File: src/capture_pkg.sv
// Overview of operation
// - two independent capture channels, each with its own pin and held position.
// - one-time mode latches position on first qualifying edge after arming, ignores later edges.
// - continuous mode latches on every qualifying edge, overwriting the held value.
// - edge select: 0 falling, 1 rising, 2 both; reset value 0.
// - edge select, start/stop and real-time control writes act at once.
// - real-time word bit 0 arms one-time capture on input 1, bit 1 on input 2.
// - start/stop codes: 0 cancel, 1 one-time, 2 continuous; 3 and 4 reserved.
// - one-time capture disarms after first latch; continuous stays armed until cancelled.
// - real-time word arms only one-time capture; clearing its bit cancels either mode, and its status flags report both modes.
// - captured flag per channel: bit 0 for input 1, bit 1 for input 2.
// - captured position is signed 32 bit, shifted when position reference is re-homed.
package capture_pkg;

  // ---------------------------------------------------------------
  // widths and types
  // ---------------------------------------------------------------
  localparam int NUM_CH     = 2;
  localparam int POS_MSB    = 31;
  localparam int POS_LO_MSB = 15;
  localparam int POS_HI_LSB = 16;

  typedef logic [3:0]         idx_t;
  typedef logic [15:0]        word_t;
  typedef logic signed [31:0] pos_t;

  // ---------------------------------------------------------------
  // parameter indices
  // ---------------------------------------------------------------
  localparam idx_t IDX_EDGE_ONE    = 4'h0;
  localparam idx_t IDX_EDGE_TWO    = 4'h1;
  localparam idx_t IDX_RT_CTRL     = 4'h2;
  localparam idx_t IDX_SS_ONE      = 4'h3;
  localparam idx_t IDX_SS_TWO      = 4'h4;
  localparam idx_t IDX_RT_STATUS   = 4'h5;
  localparam idx_t IDX_POS_ONE_LO  = 4'h6;
  localparam idx_t IDX_POS_ONE_HI  = 4'h7;
  localparam idx_t IDX_POS_TWO_LO  = 4'h8;
  localparam idx_t IDX_POS_TWO_HI  = 4'h9;

  // ---------------------------------------------------------------
  // field codes and reset values
  // ---------------------------------------------------------------
  localparam word_t EDGE_FALLING = 16'h0000;
  localparam word_t EDGE_RISING  = 16'h0001;
  localparam word_t EDGE_BOTH    = 16'h0002;
  localparam word_t SS_STOP      = 16'h0000;
  localparam word_t SS_ONCE      = 16'h0001;
  localparam word_t SS_CONT      = 16'h0002;
  localparam word_t WORD_RESET   = 16'h0000;
  localparam pos_t  POS_RESET    = 32'h0000_0000;

  // mode codes match the start/stop read-back codes
  typedef enum logic [1:0] {
    MODE_IDLE = 2'b00,
    MODE_ONCE = 2'b01,
    MODE_CONT = 2'b10
  } mode_e;

  // qualifying edge decode; unknown codes qualify nothing
  function automatic logic edge_hit(input word_t sel, input logic rise, input logic fall);
    case (sel)
      EDGE_FALLING: edge_hit = fall;
      EDGE_RISING:  edge_hit = rise;
      EDGE_BOTH:    edge_hit = rise | fall;
      default:      edge_hit = 1'b0;
    endcase
  endfunction

endpackage

File: src/cap_chan_if.sv
`timescale 1ns/100ps
interface cap_chan_if;
  import capture_pkg::*;
  word_t edge_sel;
  logic  arm_once;
  logic  arm_cont;
  logic  cancel;
  logic  rebase;
  pos_t  delta;
  mode_e mode;
  logic  captured;
  pos_t  position;
  logic  hit;

  modport ctrl (output edge_sel, arm_once, arm_cont, cancel, rebase, delta,
                input  mode, captured, position, hit);
  modport chan (input  edge_sel, arm_once, arm_cont, cancel, rebase, delta,
                output mode, captured, position, hit);
endinterface

File: src/capture_channel.sv
`timescale 1ns/100ps
module capture_channel (
  input  wire logic              clk_in,
  input  wire logic              rst_in,
  input  wire logic              pin_in,
  input  wire capture_pkg::pos_t motor_pos_in,
  cap_chan_if.chan               bus
);
  import capture_pkg::*;

  // ---------------------------------------------------------------
  // state
  // ---------------------------------------------------------------
  typedef struct packed {
    logic  sync1;
    logic  sync2;
    logic  prev;
    mode_e mode;
    logic  captured;
    pos_t  position;
    logic  hit;
  } chan_s;

  chan_s state_r;
  chan_s state_nxt;
  logic  rise;
  logic  fall;
  logic  qual;
  logic  armed;
  logic  rearm;

  assign rise  = state_r.sync2 & ~state_r.prev;
  assign fall  = ~state_r.sync2 & state_r.prev;
  assign qual  = edge_hit(bus.edge_sel, rise, fall);
  assign armed = (state_r.mode != MODE_IDLE);
  assign rearm = bus.arm_once | bus.arm_cont;

  // ---------------------------------------------------------------
  // next state
  // ---------------------------------------------------------------
  always_comb begin
    state_nxt       = state_r;
    state_nxt.sync1 = pin_in;
    state_nxt.sync2 = state_r.sync1;
    state_nxt.prev  = state_r.sync2;
    state_nxt.hit   = 1'b0;
    if (bus.rebase) begin
      state_nxt.position = pos_t'(state_r.position + bus.delta);
    end
    if (bus.cancel) begin
      state_nxt.mode = MODE_IDLE;
    end
    if (bus.arm_once) begin
      state_nxt.mode     = MODE_ONCE;
      state_nxt.captured = 1'b0;
    end
    if (bus.arm_cont) begin
      state_nxt.mode     = MODE_CONT;
      state_nxt.captured = 1'b0;
    end
    // capture after commands so an edge on an already armed channel is kept when a command lands in the same cycle
    if (qual && armed) begin
      state_nxt.position = motor_pos_in;
      state_nxt.captured = 1'b1;
      state_nxt.hit      = 1'b1;
      if (state_r.mode == MODE_ONCE && !rearm) begin
        state_nxt.mode = MODE_IDLE;
      end
    end
  end

  always_ff @(posedge clk_in or posedge rst_in) begin
    if (rst_in) begin
      state_r <= '{sync1: 1'b0, sync2: 1'b0, prev: 1'b0, mode: MODE_IDLE,
                   captured: 1'b0, position: POS_RESET, hit: 1'b0};
    end else begin
      state_r <= state_nxt;
    end
  end

  assign bus.mode     = state_r.mode;
  assign bus.captured = state_r.captured;
  assign bus.position = state_r.position;
  assign bus.hit      = state_r.hit;
endmodule

File: src/dual_position_capture.sv
`timescale 1ns/100ps
module dual_position_capture (
  input  wire logic                 CLOCK_IN,
  input  wire logic                 RST_IN,
  input  wire logic                 TOUCH_PROBE_ONE_IN,
  input  wire logic                 TOUCH_PROBE_TWO_IN,
  input  wire capture_pkg::pos_t    MOTOR_POS_IN,
  input  wire logic                 REF_SET_IN,
  input  wire capture_pkg::pos_t    REF_DELTA_IN,
  input  wire logic                 PARAM_WR_IN,
  input  wire logic                 PARAM_RD_IN,
  input  wire capture_pkg::idx_t    PARAM_IDX_IN,
  input  wire capture_pkg::word_t   PARAM_WDATA_IN,
  output logic                      PARAM_RVALID_OUT,
  output capture_pkg::word_t        PARAM_RDATA_OUT,
  output logic [1:0]                REALTIME_STATUS_OUT,
  output capture_pkg::pos_t         CAPTURE1_POSITION_OUT,
  output capture_pkg::pos_t         CAPTURE2_POSITION_OUT
);
  import capture_pkg::*;

  // ---------------------------------------------------------------
  // state
  // ---------------------------------------------------------------
  typedef struct packed {
    word_t [NUM_CH-1:0] edge_sel;
    logic  [NUM_CH-1:0] rt_ctrl;
    word_t              rdata;
    logic               rvalid;
    word_t              snap_hi;
  } top_s;

  top_s               state_r;
  top_s               state_nxt;
  logic [NUM_CH-1:0]  pins;
  logic [NUM_CH-1:0]  captured_w;
  logic [NUM_CH-1:0]  hit_w;
  mode_e              mode_w [NUM_CH];
  pos_t               pos_w  [NUM_CH];
  logic [NUM_CH-1:0]  rt_rise;
  logic [NUM_CH-1:0]  rt_fall;
  logic [NUM_CH-1:0]  ss_once;
  logic [NUM_CH-1:0]  ss_cont;
  logic [NUM_CH-1:0]  ss_stop;
  logic               rt_wr;

  assign pins  = {TOUCH_PROBE_TWO_IN, TOUCH_PROBE_ONE_IN};
  assign rt_wr = PARAM_WR_IN && (PARAM_IDX_IN == IDX_RT_CTRL);

  cap_chan_if ch_if [NUM_CH] ();

  // ---------------------------------------------------------------
  // channels
  // ---------------------------------------------------------------
  // commands are decoded straight from the write so they act in the write's own cycle
  for (genvar i = 0; i < NUM_CH; i++) begin : g_ch
    localparam idx_t SS_IDX = (i == 0) ? IDX_SS_ONE : IDX_SS_TWO;
    logic ss_wr;

    assign ss_wr      = PARAM_WR_IN && (PARAM_IDX_IN == SS_IDX);
    assign ss_stop[i] = ss_wr && (PARAM_WDATA_IN == SS_STOP);
    assign ss_once[i] = ss_wr && (PARAM_WDATA_IN == SS_ONCE);
    assign ss_cont[i] = ss_wr && (PARAM_WDATA_IN == SS_CONT);
    // only a change of a control bit acts, so rewriting one channel's bit leaves the other alone
    assign rt_rise[i] = rt_wr && PARAM_WDATA_IN[i] && !state_r.rt_ctrl[i];
    assign rt_fall[i] = rt_wr && !PARAM_WDATA_IN[i] && state_r.rt_ctrl[i];

    assign ch_if[i].edge_sel = state_r.edge_sel[i];
    assign ch_if[i].arm_once = ss_once[i] | rt_rise[i];
    assign ch_if[i].arm_cont = ss_cont[i];
    assign ch_if[i].cancel   = ss_stop[i] | rt_fall[i];
    assign ch_if[i].rebase   = REF_SET_IN;
    assign ch_if[i].delta    = REF_DELTA_IN;

    assign captured_w[i] = ch_if[i].captured;
    assign hit_w[i]      = ch_if[i].hit;
    assign mode_w[i]     = ch_if[i].mode;
    assign pos_w[i]      = ch_if[i].position;

    capture_channel capture_channel_inst (
      .clk_in       (CLOCK_IN),
      .rst_in       (RST_IN),
      .pin_in       (pins[i]),
      .motor_pos_in (MOTOR_POS_IN),
      .bus          (ch_if[i])
    );
  end

  // ---------------------------------------------------------------
  // parameter access
  // ---------------------------------------------------------------
  always_comb begin
    state_nxt        = state_r;
    state_nxt.rvalid = PARAM_RD_IN;
    if (PARAM_WR_IN) begin
      case (PARAM_IDX_IN)
        IDX_EDGE_ONE:  state_nxt.edge_sel[0] = PARAM_WDATA_IN;
        IDX_EDGE_TWO:  state_nxt.edge_sel[1] = PARAM_WDATA_IN;
        IDX_RT_CTRL:   state_nxt.rt_ctrl = PARAM_WDATA_IN[NUM_CH-1:0];
        default:       state_nxt.rt_ctrl = state_r.rt_ctrl;
      endcase
    end
    // the high half is frozen when the low half is read, so a 32-bit read never tears
    if (PARAM_RD_IN) begin
      case (PARAM_IDX_IN)
        IDX_EDGE_ONE:    state_nxt.rdata = state_r.edge_sel[0];
        IDX_EDGE_TWO:    state_nxt.rdata = state_r.edge_sel[1];
        IDX_RT_CTRL:     state_nxt.rdata = word_t'(state_r.rt_ctrl);
        IDX_SS_ONE:      state_nxt.rdata = word_t'(mode_w[0]);
        IDX_SS_TWO:      state_nxt.rdata = word_t'(mode_w[1]);
        IDX_RT_STATUS:   state_nxt.rdata = word_t'(captured_w);
        IDX_POS_ONE_LO:  begin
          state_nxt.rdata   = pos_w[0][POS_LO_MSB:0];
          state_nxt.snap_hi = pos_w[0][POS_MSB:POS_HI_LSB];
        end
        IDX_POS_TWO_LO:  begin
          state_nxt.rdata   = pos_w[1][POS_LO_MSB:0];
          state_nxt.snap_hi = pos_w[1][POS_MSB:POS_HI_LSB];
        end
        IDX_POS_ONE_HI:  state_nxt.rdata = state_r.snap_hi;
        IDX_POS_TWO_HI:  state_nxt.rdata = state_r.snap_hi;
        default:         state_nxt.rdata = WORD_RESET;
      endcase
    end
  end

  always_ff @(posedge CLOCK_IN or posedge RST_IN) begin
    if (RST_IN) begin
      state_r <= '{edge_sel: {EDGE_FALLING, EDGE_FALLING}, rt_ctrl: '0,
                   rdata: WORD_RESET, rvalid: 1'b0, snap_hi: WORD_RESET};
    end else begin
      state_r <= state_nxt;
    end
  end

  // ---------------------------------------------------------------
  // outputs
  // ---------------------------------------------------------------
  assign PARAM_RVALID_OUT      = state_r.rvalid;
  assign PARAM_RDATA_OUT       = state_r.rdata;
  assign REALTIME_STATUS_OUT   = captured_w;
  assign CAPTURE1_POSITION_OUT = pos_w[0];
  assign CAPTURE2_POSITION_OUT = pos_w[1];
endmodule

File: config.mk
export PLATFORM = sky130hd
export DESIGN_NAME = dual_position_capture
export DESIGN_NICKNAME = d
export VERILOG_FILES = /design/src/capture_pkg.sv /design/src/cap_chan_if.sv /design/src/capture_channel.sv /design/src/dual_position_capture.sv
export SDC_FILE = /design/constraint.sdc
export NUM_CORES = 1
export LEC_CHECK = 0
export BUFFER_PORTS_ARGS = -buffer_cell sky130_fd_sc_hd__buf_4
export CAP_MARGIN = 20
export CORE_ASPECT_RATIO = 0.8
export CORE_MARGIN = 1
export CORE_UTILIZATION = 46
export DETAILED_ROUTE_END_ITERATION = 6
export PLACE_DENSITY = 0.78
export SLEW_MARGIN = 10
export SYNTH_ARGS = -nofsm -noshare
export SYNTH_HDL_FRONTEND = slang
export SYNTH_SLANG_ARGS = --single-unit
export TNS_END_PERCENT = 100
File: constraint.sdc
create_clock -name CLOCK_IN -period 6.9 [get_ports CLOCK_IN]
set_clock_uncertainty 0.15 [all_clocks]
set_input_delay 1.035 -clock CLOCK_IN [delete_from_list [all_inputs] [get_ports CLOCK_IN]]
set_output_delay 1.035 -clock CLOCK_IN [all_outputs]
set_load 0.02 [all_outputs]
==> flow_summary.yaml, run 1 <==
synthesis:
  yosys.area.top_type_share_pct: 33.5
  synth.distinct_cells: 64
  ys.flop_type: "dfrtp_1"
  netlist_area_um2: 10700
  synth-seq-cells: 143
  avgSynthCellArea_um2: 8.64
  synth_edf_count: 0
  synth_fp_nets: 1396
  netlist_instances: 1237
  ys_warn_count: 0
  seq_area_frac_synth_pct: 33.5
  async_flop_share_pct: 100
  synth_top_area_cell: "dfrtp_1"
  synth.area.top_cells: "dfrtp_1, ha_1, buf_4"
global_route:
  grt_pass1_vias: 9116
  grt_pass1_wl_um: 51700
  grt_max_degree: 80
  grtUsageTotal_pct: 28.4
  gr-total-overflow: 0
  antenna_found_initial: 0
sta:
  slew_violations: 0
  slew_headroom_pct: 33.7
  finalHoldViolCount: 0
  fin_tns_setup_ns: 0
  worst_slew_pin_slew_ns: 0.994
  rsz0062_at_grt: "false"
  finalSetupViolCount: 0
  fmax_mhz: 250
  min_period_over_period_pct: 57.9
  min_period_ns: 3.99
placed_design:
  numPortBuffers: 173
  gp_congestion: 0.978
  hpwlAfterDp_um: 25500
  placedCellCount: 1582
worst_setup_path:
  crit_type: "input port to register"
  critPathMaxFanout: 3
  path_cells: "buf_4, ha_1, fa_1, a21o_1, a2111oi_2, o21ai_0, a21oi_1, o21a_1, o21ai_0, o31ai_1, mux2i_1, o311ai_0"
  endpoint_kind: "register"
  worstPathRequired_ns: 7.01
  cp_common_cell: "o21ai_0"
  cp_data_arrival_time_ns: 4.10
  cp-start-kind: "input port"
  critPathMaxStageDelay_ns: 0.58
  slowest_stage: "a2111oi_2"
die:
  start_util_pct: 47.3
  core_um2: 22600
  ios: 174
  die_y_um: 138
  dieArea_um2: 23900
  die_width_um: 172
  rows: 49
power:
  power_density_nw_per_um2: 452
  power.switching_mw: 2.54
  power.leakage_nw: 5.57
  p_sw_share_pct: 46.2
  combPwrFrac_pct: 55.3
  p_int_mw: 2.96
  p_seq_share_pct: 29.1
  p_clk_share_pct: 15.5
  ir_worst_vdd_mv: 0.223
clocking:
  clockBufferDepth: 2
  cts_hold_buf: 0
  htree_num_levels: 4
  insertion_delay_ns: 0.43
  post_cts_resized: 0
  clock-root-buffer: "clkbuf_16"
  cts_tree: "yes"
  cts_sinks: 143
  cts_made_buffers: 17
  cts.clk_slew.worst_paths_ns: 0.06
  cts_setup_buffers: 0
min_path:
  hp-class: "register to register"
route:
  remaining_drc_errors: 0
  drtIter0Drc: 1090
  wl_um: 33700
  first_pass_iters: 7
  vias: 9788
  wl_per_cell_um: 20.9
  antenna_left: 0
  vias_per_cell: 6.06
cells_and_area:
  antenna_cells: 0
  fin_nets: 1457
  fillers: 2094
  drive_above_1_share_pct: 20.0
  area_delta_synth_final_pct: 13.9
  final_cells: 1614
job:
  drv_cap: 0
run_status:
  status: "completed"
[worst max-delay path: cells and delay by family]
family	cells	cell delay (ns)
compound gates	8	2.09
buf+inv	1	0.12
mux	1	0.22
fa+ha+maj	2	0.65
[worst paths after layout]
| kind | startpoint | depth (start not counted) | slack (ns) | to |
|---|---|---|---|---|
| max | REF_DELTA_IN[0] | 12 | 2.91 | g_ch[0].capture_channel_inst.bus.position[28]$_DFFE_PP0P_ |
| min | g_ch[0].capture_channel_inst.state_nxt[37]$_DFF_PP0_ | 0 | 0.20 | g_ch[0].capture_channel_inst.state_nxt[36]$_DFF_PP0_ |
| max reg2reg | g_ch[0].capture_channel_inst.bus.position[0]$_DFFE_PP0P_ | 11 | 3.12 | g_ch[0].capture_channel_inst.bus.position[28]$_DFFE_PP0P_ |
| min reg2reg | g_ch[0].capture_channel_inst.state_nxt[37]$_DFF_PP0_ | 0 | 0.20 | g_ch[0].capture_channel_inst.state_nxt[36]$_DFF_PP0_ |
| max in group asynchronous | RST_IN | 3 | 4.68 | ch_if[0].edge_sel[5]$_DFFE_PP0P_ |
| min in group asynchronous | RST_IN | 2 | 0.58 | g_ch[1].capture_channel_inst.bus.position[31]$_DFFE_PP0P_ |
[registers in the layout, summed over array words and instances, names as in the netlist]
name / flops
g_ch.capture_channel_inst.bus.position: 64
ch_if.edge_sel: 32
g_ch.capture_channel_inst.bus.mode: 4
g_ch.capture_channel_inst.state_r: 2
state_r: 18
PARAM_RVALID_OUT: 1
g_ch.capture_channel_inst.state_nxt: 4
g_ch.capture_channel_inst.bus.captured: 2
PARAM_RDATA_OUT: 16
[final cells by class]
| class | count | area [um2] | share of cell area (%) |
|---|---|---|---|
| Inverter | 42 | 163 | 1.34 |
| Clock buffer | 22 | 454 | 3.73 |
| Timing Repair Buffer | 186 | 1400 | 11.5 |
| Clock inverter | 7 | 66.3 | 0.545 |
| Multi-Input combinational cell | 908 | 6130 | 50.4 |
| Sequential cell | 143 | 3580 | 29.4 |
| Tap cell | 306 | 383 | 3.14 |
[cell usage in the layout (no fill, tap or decap), drive strengths merged, types with 38 or more instances in the layout]
cell type    n
inv         41
nand2      121
mux2i       53
ha          66
a21o        38
o21ai      118
nor2        71
a21oi      110
buf        186
dfrtp      143
[through the flow]
| step | power (mW) | hold slack [ns] | util (%) | worst slack (ns) | cell area (um2) |
|---|---|---|---|---|---|
| 6_report | 5.50 | 0.197 | 53.8 | 2.91 | 12200 |
| 5_1_grt | 5.86 | 0.206 | 53.8 | 2.68 | 12200 |
| 2_1_floorplan | 3.82 | 0.181 | - | 1.88 | 10700 |
| 3_5_place_dp | 4.59 | 0.185 | 51.4 | 2.53 | 11600 |
| 3_3_place_gp | 4.55 | 0.183 | 51.4 | 2.59 | 11600 |
| 4_1_cts | 5.46 | 0.198 | 53.7 | 2.94 | 12100 |
[logic make-up after synthesis]
group	Yosys count	synth area share, %
compound gates	396	22.9
simple gates	304	13.1
buf+inv	186	9.53
flops	143	33.5
mux	86	8.44
fa+ha+maj	68	8.10
xor+xnor	54	4.42
[cells in the mapped netlist (all sizes together), types with 3 or more instances]
master and number:
dfrtp 143, nand2 121, o21ai 118, a21oi 110, buf 91, nor2 71
ha 66, clkbuf 53, mux2i 53, inv 41, a21o 38, xnor2 36
mux2 33, a22oi 29, nand3 21, o22ai 18, xor2 18, nor3 16
a31oi 13, and3 13, nor4 13, o21bai 11, nand4 10, nor2b 9
a211oi 8, nand2b 7, o21a 7, o211ai 6, o31ai 6, a2111oi 4
a221oi 4, and2 4, nand3b 4, or3 4, a221o 3, a22o 3
a311oi 3, a31o 3, nor3b 3, nor4b 3
[routing by layer]
| layer | vias to the layer above | track usage (%) | routed length (um) |
|---|---|---|---|
| met5 | - | 0 | 0 |
| met4 | 0 | 9.83 | 1070 |
| met3 | 68 | 4.75 | 3220 |
| met2 | 504 | 40.9 | 14300 |
| met1 | 4702 | 42.4 | 15100 |
| li1 | 4514 | - | - |
[power groups by stage]
stage,Clock [mW],Sequential [mW],Combinational (mW)
after floorplan,0,1.36,2.46
after global placement,0,1.59,2.96
after detailed placement,0,1.60,2.99
after CTS,0.861,1.59,3.01
final,0.855,1.60,3.04
after global routing,0.894,1.63,3.34
Note: power is estimated with default switching activity, not from simulation.
==> inputs of run 2 (changes only) <==
--- a/config.mk
+++ b/config.mk
@@ -5,13 +5,14 @@
 export SDC_FILE = /design/constraint.sdc
 export NUM_CORES = 1
 export LEC_CHECK = 0
+export ABC_AREA = 1
 export BUFFER_PORTS_ARGS = -buffer_cell sky130_fd_sc_hd__buf_4
 export CAP_MARGIN = 20
 export CORE_ASPECT_RATIO = 0.8
 export CORE_MARGIN = 1
 export CORE_UTILIZATION = 46
 export DETAILED_ROUTE_END_ITERATION = 6
-export PLACE_DENSITY = 0.78
+export PLACE_DENSITY = 0.77
 export SLEW_MARGIN = 10
 export SYNTH_ARGS = -nofsm -noshare
 export SYNTH_HDL_FRONTEND = slang
==> constraint.sdc (replaced) <==
create_clock -name CLOCK_IN -period 3.8 [get_ports CLOCK_IN]
set_clock_uncertainty 0.15 [all_clocks]
set_input_delay 0.57 -clock CLOCK_IN [delete_from_list [all_inputs] [get_ports CLOCK_IN]]
set_output_delay 0.57 -clock CLOCK_IN [all_outputs]
set_load 0.02 [all_outputs]
==> run 2 against run 1 <==
Effect of this change:
- die area up 14%
- worst setup slack got worse by 1.8 ns
- total power rose by 91%
- sequential power rose by 85%
- critical path depth up 1
- worst hold slack lost 0.10 ns
- critical path type is now register to register
- largest power group unchanged
==> flow_summary.yaml, run 2 <==
run_status:
  status: "completed"
route:
  wl_per_cell_um: 17.0
  antenna_left: 0
  wl_um: 41300
  drtIter0Drc: 1234
  remaining_drc_errors: 0
  first_pass_iters: 6
  vias: 12500
  vias_per_cell: 5.16
clocking:
  cts_hold_buf: 0
  cts_made_buffers: 17
  insertion_delay_ns: 0.44
  cts_sinks: 143
  htree_num_levels: 4
  post_cts_resized: 0
  cts_tree: "yes"
  cts.clk_slew.worst_paths_ns: 0.07
  clockBufferDepth: 2
  cts_setup_buffers: 0
  clock-root-buffer: "clkbuf_16"
worst_setup_path:
  endpoint_kind: "register"
  ff2ff_path_depth: 13
  slowest_stage: "nor2_4"
  cp-start-kind: "register"
  critPathMaxStageDelay_ns: 0.51
  r2r-end: "g_ch[0].capture_channel_inst.bus.position[24]$_DFFE_PP0P_"
  crit_buf_inv: 4
  worstPathRequired_ns: 3.98
  crit_type: "register to register"
  critPathTopFamily: "simple AND/OR/NAND/NOR gates"
  critPathMaxFanout: 22
  path_cells: "inv_1, ha_1, inv_1, nand3_1, nand3_1, nand3_2, nor2_4, nor2_2, buf_4, nand2_1, nand2_1, inv_1, nand2_1"
  r2r_setup_slack_ns: 1.15
  cp_data_arrival_time_ns: 2.83
  rr_startpoint: "g_ch[0].capture_channel_inst.state_nxt[36]$_DFF_PP0_"
global_route:
  grt_pass1_vias: 11400
  grt_max_degree: 76
  antenna_found_initial: 0
  gr-total-overflow: 0
  grtUsageTotal_pct: 30.9
  grt_pass1_wl_um: 63300
sta:
  slew_headroom_pct: 34.6
  worst_slew_pin_slew_ns: 0.980
  fin_tns_setup_ns: 0
  fmax_mhz: 378
  min_period_over_period_pct: 69.7
  finalHoldViolCount: 0
  min_period_ns: 2.65
  slew_violations: 0
  finalSetupViolCount: 0
  rsz0062_at_grt: "false"
power:
  p_int_mw: 5.10
  power_density_nw_per_um2: 762
  power.leakage_nw: 7.99
  p_clk_share_pct: 16.1
  power.switching_mw: 5.38
  combPwrFrac_pct: 55.7
  p_seq_share_pct: 28.2
  p_sw_share_pct: 51.3
  ir_worst_vdd_mv: 0.436
cells_and_area:
  area_delta_synth_final_pct: 13.1
  multi_input_area_um2: 6630
  drive_above_1_share_pct: 11.6
  final_cells: 2426
  fillers: 2673
  antenna_cells: 0
  mostFrequentLayoutCells: "nand2_1, inv_1, buf_4"
  fin_nets: 2221
  largest_reg_flops: 64
  layout_commonest_cell: "nand2_1"
  final-seq-area_um2: 3580
  utilization_pct: 53.7
synthesis:
  seq_area_frac_synth_pct: 29.4
  synth.area.top_cells: "dfrtp_1, nand2_1, inv_1"
  synth_edf_count: 0
  yosysMostFrequentCell: "nand2_1"
  netlist_instances: 1978
  ys.flop_type: "dfrtp_1"
  avgSynthCellArea_um2: 6.15
  synth.distinct_cells: 34
  ys_top_cells_by_count: "nand2_1, inv_1, nand3_1"
  netlist_area_um2: 12200
  async_flop_share_pct: 100
  synth-seq-cells: 143
  yosys.area.top_type_share_pct: 29.4
  ys_warn_count: 0
  synth_fp_nets: 2137
  synth_top_area_cell: "dfrtp_1"
die:
  dieArea_um2: 27100
  die_y_um: 147
  ios: 174
  rows: 52
  core_um2: 25600
  die_width_um: 184
  start_util_pct: 47.5
placed_design:
  gp_congestion: 1.01
  placedCellCount: 2394
  hpwlAfterDp_um: 33500
  numPortBuffers: 173
min_path:
  min_delay_worst_endpoint: "g_ch[1].capture_channel_inst.state_nxt[37]$_DFF_PP0_"
  hp-class: "input port to register"
  hold_depth: 1
  min_from: "TOUCH_PROBE_TWO_IN"
job:
  drv_cap: 0
## run 2: changes by cell type after synthesis, moves of 46 or more
cell	previous run	this run
o21ai_0	116	38
nor2_1	71	127
nand3_1	21	157
clkbuf_1	53	7
a21oi_1	109	48
mux2i_1	53	0
inv_1	41	302
nand2_1	121	843
## run 2: cell type report
type | instances | share of cell area, %
clock inverter | 14 | 1.05
timing repair buffer | 183 | 9.98
tap | 351 | 3.19
multi-input combinational | 1408 | 48.1
clock buffer | 18 | 3.19
sequential | 143 | 26.0
inverter | 309 | 8.45
## run 2: power by group through the flow
stage / logic [mW] / registers [mW] / clock network, mW
floorplan: 4.58 / 2.44 / 0
global placement: 5.62 / 2.95 / 0
detailed placement: 5.72 / 2.95 / 0
CTS: 5.75 / 2.93 / 1.69
global route: 6.55 / 2.98 / 1.77
finish: 5.84 / 2.96 / 1.69
## run 2: kinds of logic (layout without fill, tap and decap cells)
kind of cell    after synthesis  after routing  synth area share [%]
xor+xnor                     28             28                  2.02
buf+inv                     427            524                  16.1
fa+ha+maj                    68             68                  7.12
compound gates              126            126                  5.67
flops                       143            143                  29.4
simple gates               1186           1186                  39.7
## run 2: layer usage
metal | global-route usage, % | part of all wire, % | vias up | wire length, um
met3 | 6.21 | 9.1 | 69 | 3760
met2 | 46.3 | 42 | 569 | 17500
met5 | 0 | 0 | - | 0
met4 | 9.79 | 2.9 | 0 | 1180
met1 | 44.4 | 46 | 5694 | 18800
li1 | - | - | 6189 | -
## run 2: worst max path at each step
| stage | startpoint | end | depth (start not counted) |
|---|---|---|---|
| floorplan | RST_IN | PARAM_RDATA_OUT[0]$_DFFE_PP0P_ | 1 |
| global placement | g_ch[0].capture_channel_inst.state_nxt[36]$_DFF_PP0_ | g_ch[0].capture_channel_inst.bus.position[24]$_DFFE_PP0P_ | 13 |
| detailed placement | g_ch[0].capture_channel_inst.state_nxt[36]$_DFF_PP0_ | g_ch[0].capture_channel_inst.bus.position[24]$_DFFE_PP0P_ | 13 |
| CTS | g_ch[0].capture_channel_inst.state_nxt[36]$_DFF_PP0_ | g_ch[0].capture_channel_inst.bus.position[24]$_DFFE_PP0P_ | 13 |
| global route | g_ch[0].capture_channel_inst.state_nxt[36]$_DFF_PP0_ | g_ch[0].capture_channel_inst.bus.position[24]$_DFFE_PP0P_ | 13 |
| finish | g_ch[0].capture_channel_inst.state_nxt[36]$_DFF_PP0_ | g_ch[0].capture_channel_inst.bus.position[24]$_DFFE_PP0P_ | 13 |
## run 2: per-stage QoR
stage,power (mW),instance area [um2],hold slack [ns],setup WS (ns)
finish,10.5,13800,0.0965,1.15
global placement,8.57,13200,0.185,1.26
floorplan,7.02,12200,0.181,1.29
detailed placement,8.67,13200,0.190,1.16
CTS,10.4,13800,0.0902,1.16
global route,11.3,13800,0.0882,0.959
==> inputs of run 3 (changes only) <==
==> constraint.sdc (replaced) <==
create_clock -name CLOCK_IN -period 2.5 [get_ports CLOCK_IN]
set_clock_uncertainty 0.15 [all_clocks]
set_input_delay 0.375 -clock CLOCK_IN [delete_from_list [all_inputs] [get_ports CLOCK_IN]]
set_output_delay 0.375 -clock CLOCK_IN [all_outputs]
set_load 0.02 [all_outputs]
==> run 3 against run 2 <==
Effect of this change:
- global-route usage rose by 1.3 points
- worst setup slack got worse by 1.0 ns
- design area is 2.2% higher
- combinational power increased by 61%
- critical path depth is 2 lower
- cell count is 1.1% higher
- largest power group unchanged
- critical endpoint is now g_ch[1].capture_channel_inst.bus.position[22]$_DFFE_PP0P_
- core utilization increased by 1.2 points
- sequential power rose by 42%
- largest cell class unchanged
- die area unchanged
- critical path type unchanged
- via count rose by 1.6%
- sequential share of layout area down 0.55 points
- clock-buffer cell count unchanged
==> flow_summary.yaml, run 3 (synthesis results as in run 2) <==
route:
  remaining_drc_errors: 0
  antenna_left: 0
  wl_per_cell_um: 17.6
  first_pass_iters: 6
  wl_um: 43100
  vias: 12700
  drtIter0Drc: 1205
  vias_per_cell: 5.19
run_status:
  status: "completed"
global_route:
  grtUsageTotal_pct: 32.1
  grt_max_degree: 83
  grt_pass1_vias: 11600
  grt_pass1_wl_um: 64600
  gr-total-overflow: 0
  antenna_found_initial: 0
clocking:
  cts_tree: "yes"
  cts_setup_buffers: 0
  cts_sinks: 143
  cts.clk_slew.worst_paths_ns: 0.07
  clockBufferDepth: 2
  clock-root-buffer: "clkbuf_16"
  cts_made_buffers: 17
  insertion_delay_ns: 0.44
  htree_num_levels: 4
cells_and_area:
  largest_reg_flops: 64
  drive_above_1_share_pct: 12.7
  area_delta_synth_final_pct: 15.6
  mostFrequentLayoutCells: "nand2_1, inv_1, buf_4"
  stdcell_area_um2: 14100
  fin_nets: 2249
  antenna_cells: 0
  layout_commonest_cell: "nand2_1"
worst_setup_path:
  cp_common_cell: "nand2_1"
  critPathMaxStageDelay_ns: 0.47
  critPathMaxFanout: 5
  ff2ff_path_depth: 11
  r2r-end: "g_ch[1].capture_channel_inst.bus.position[22]$_DFFE_PP0P_"
  critPathTopFamily: "simple AND/OR/NAND/NOR gates"
  path_cells: "ha_1, fa_1, nand2_1, nand3_1, nand2_1, nand2_1, nand2_1, nand2_1, nand2_1, nand3_1, nand2_1"
  rr_startpoint: "g_ch[1].capture_channel_inst.bus.position[0]$_DFFE_PP0P_"
  crit_type: "register to register"
  worstPathRequired_ns: 2.72
  crit_buf_inv: 0
  slowest_stage: "fa_1"
  endpoint_kind: "register"
  cp-start-kind: "register"
  cp_data_arrival_time_ns: 2.58
  r2r_setup_slack_ns: 0.14
sta:
  min_period_ns: 2.36
  finalSetupViolCount: 0
  hold_slack_ns: 0.0194
  min_period_over_period_pct: 94.5
  slew_headroom_pct: 57.9
  post-route-worst-setup-slack_ns: 0.137
  fmax_mhz: 423
  worst_slew_pin_slew_ns: 0.631
  slew_violations: 0
  finalHoldViolCount: 0
  rsz0062_at_grt: "false"
die:
  rows: 52
  start_util_pct: 47.5
  core_um2: 25600
  dieArea_um2: 27100
  ios: 174
  die_width_um: 184
  die_y_um: 147
placed_design:
  numPortBuffers: 173
  hpwlAfterDp_um: 35000
  gp_congestion: 1.02
  placed_area_um2: 13400
  dp_slack_ns: -0.0243
power:
  power_density_nw_per_um2: 1150
  power_mw: 16.2
  ir_worst_vdd_mv: 0.553
  power.leakage_nw: 8.14
job:
  drv_cap: 0
min_path:
  min_from: "MOTOR_POS_IN[14]"
  hp-class: "input port to register"
  hold_depth: 3
  min_delay_worst_endpoint: "g_ch[0].capture_channel_inst.bus.position[14]$_DFFE_PP0P_"
## run 3: cell types whose count changed in the layout (fill, tap and decap cells not counted), sizes merged
cell / delta
buf: +24
clkinvlp: +1
dlygate4sd3: +4
inv: -2
## run 3: timing repair
| action | in CTS | in global routing |
|---|---|---|
| endpoints found under the hold margin | 64 | 0 |
| hold buffers | 4 | 0 |
| gates resized for setup | 1 | 5 |
| endpoints found under the setup margin | 12 | 35 |
## run 3: final cells by class
| cell class | count | area, um2 |
|---|---|---|
| Tap cell | 351 | 439 |
| Timing Repair Buffer | 211 | 1680 |
| Clock inverter | 13 | 126 |
| Sequential cell | 143 | 3580 |
| Inverter | 309 | 1160 |
| Clock buffer | 18 | 439 |
| Multi-Input combinational cell | 1408 | 6640 |
| Fill cell | 2658 | 11600 |
## run 3: worst min-delay path, cell delays in order
cell	delay (ns)
buf_4	0.09
nand2_1	0.05
nand3_1	0.07
## run 3: how the worst max path moves through the flow
stage / end / start / slack (ns) / cells past startpoint
2_1_floorplan: PARAM_RDATA_OUT[0]$_DFFE_PP0P_ / RST_IN / 0.18 / 1
3_3_place_gp: g_ch[0].capture_channel_inst.bus.position[3]$_DFFE_PP0P_ / g_ch[0].capture_channel_inst.state_nxt[36]$_DFF_PP0_ / 0.03 / 11
3_5_place_dp: g_ch[0].capture_channel_inst.bus.position[3]$_DFFE_PP0P_ / g_ch[0].capture_channel_inst.state_nxt[36]$_DFF_PP0_ / -0.02 / 11
4_1_cts: g_ch[0].capture_channel_inst.bus.position[9]$_DFFE_PP0P_ / g_ch[0].capture_channel_inst.state_nxt[36]$_DFF_PP0_ / 0.09 / 12
5_1_grt: g_ch[0].capture_channel_inst.bus.position[17]$_DFFE_PP0P_ / g_ch[0].capture_channel_inst.state_nxt[36]$_DFF_PP0_ / 0.003 / 12
6_report: g_ch[1].capture_channel_inst.bus.position[22]$_DFFE_PP0P_ / g_ch[1].capture_channel_inst.bus.position[0]$_DFFE_PP0P_ / 0.14 / 11
## run 3: layer usage
layer	vias to the layer above	wire length (um)	track usage, %
li1	6248	-	-
met1	5803	19300	45.1
met2	585	18100	47.2
met3	86	4210	8.06
met4	0	1470	12.5
met5	-	0	0
## run 3: per-stage QoR
stage | cells | TNS, ns | utilization (%)
floorplan | 1978 | 0 | -
global placement | 2418 | 0 | 52.4
detailed placement | 2418 | -0.126 | 52.4
CTS | 2453 | 0 | 54.8
global route | 2453 | 0 | 54.9
finish | 2453 | 0 | 54.9
## run 3: power by group
part           internal, mW  switching (mW)  leakage [nW]
Sequential             3.11            1.07          1.75
Combinational          3.43            5.99          6.12
Clock                  1.41            1.13         0.271
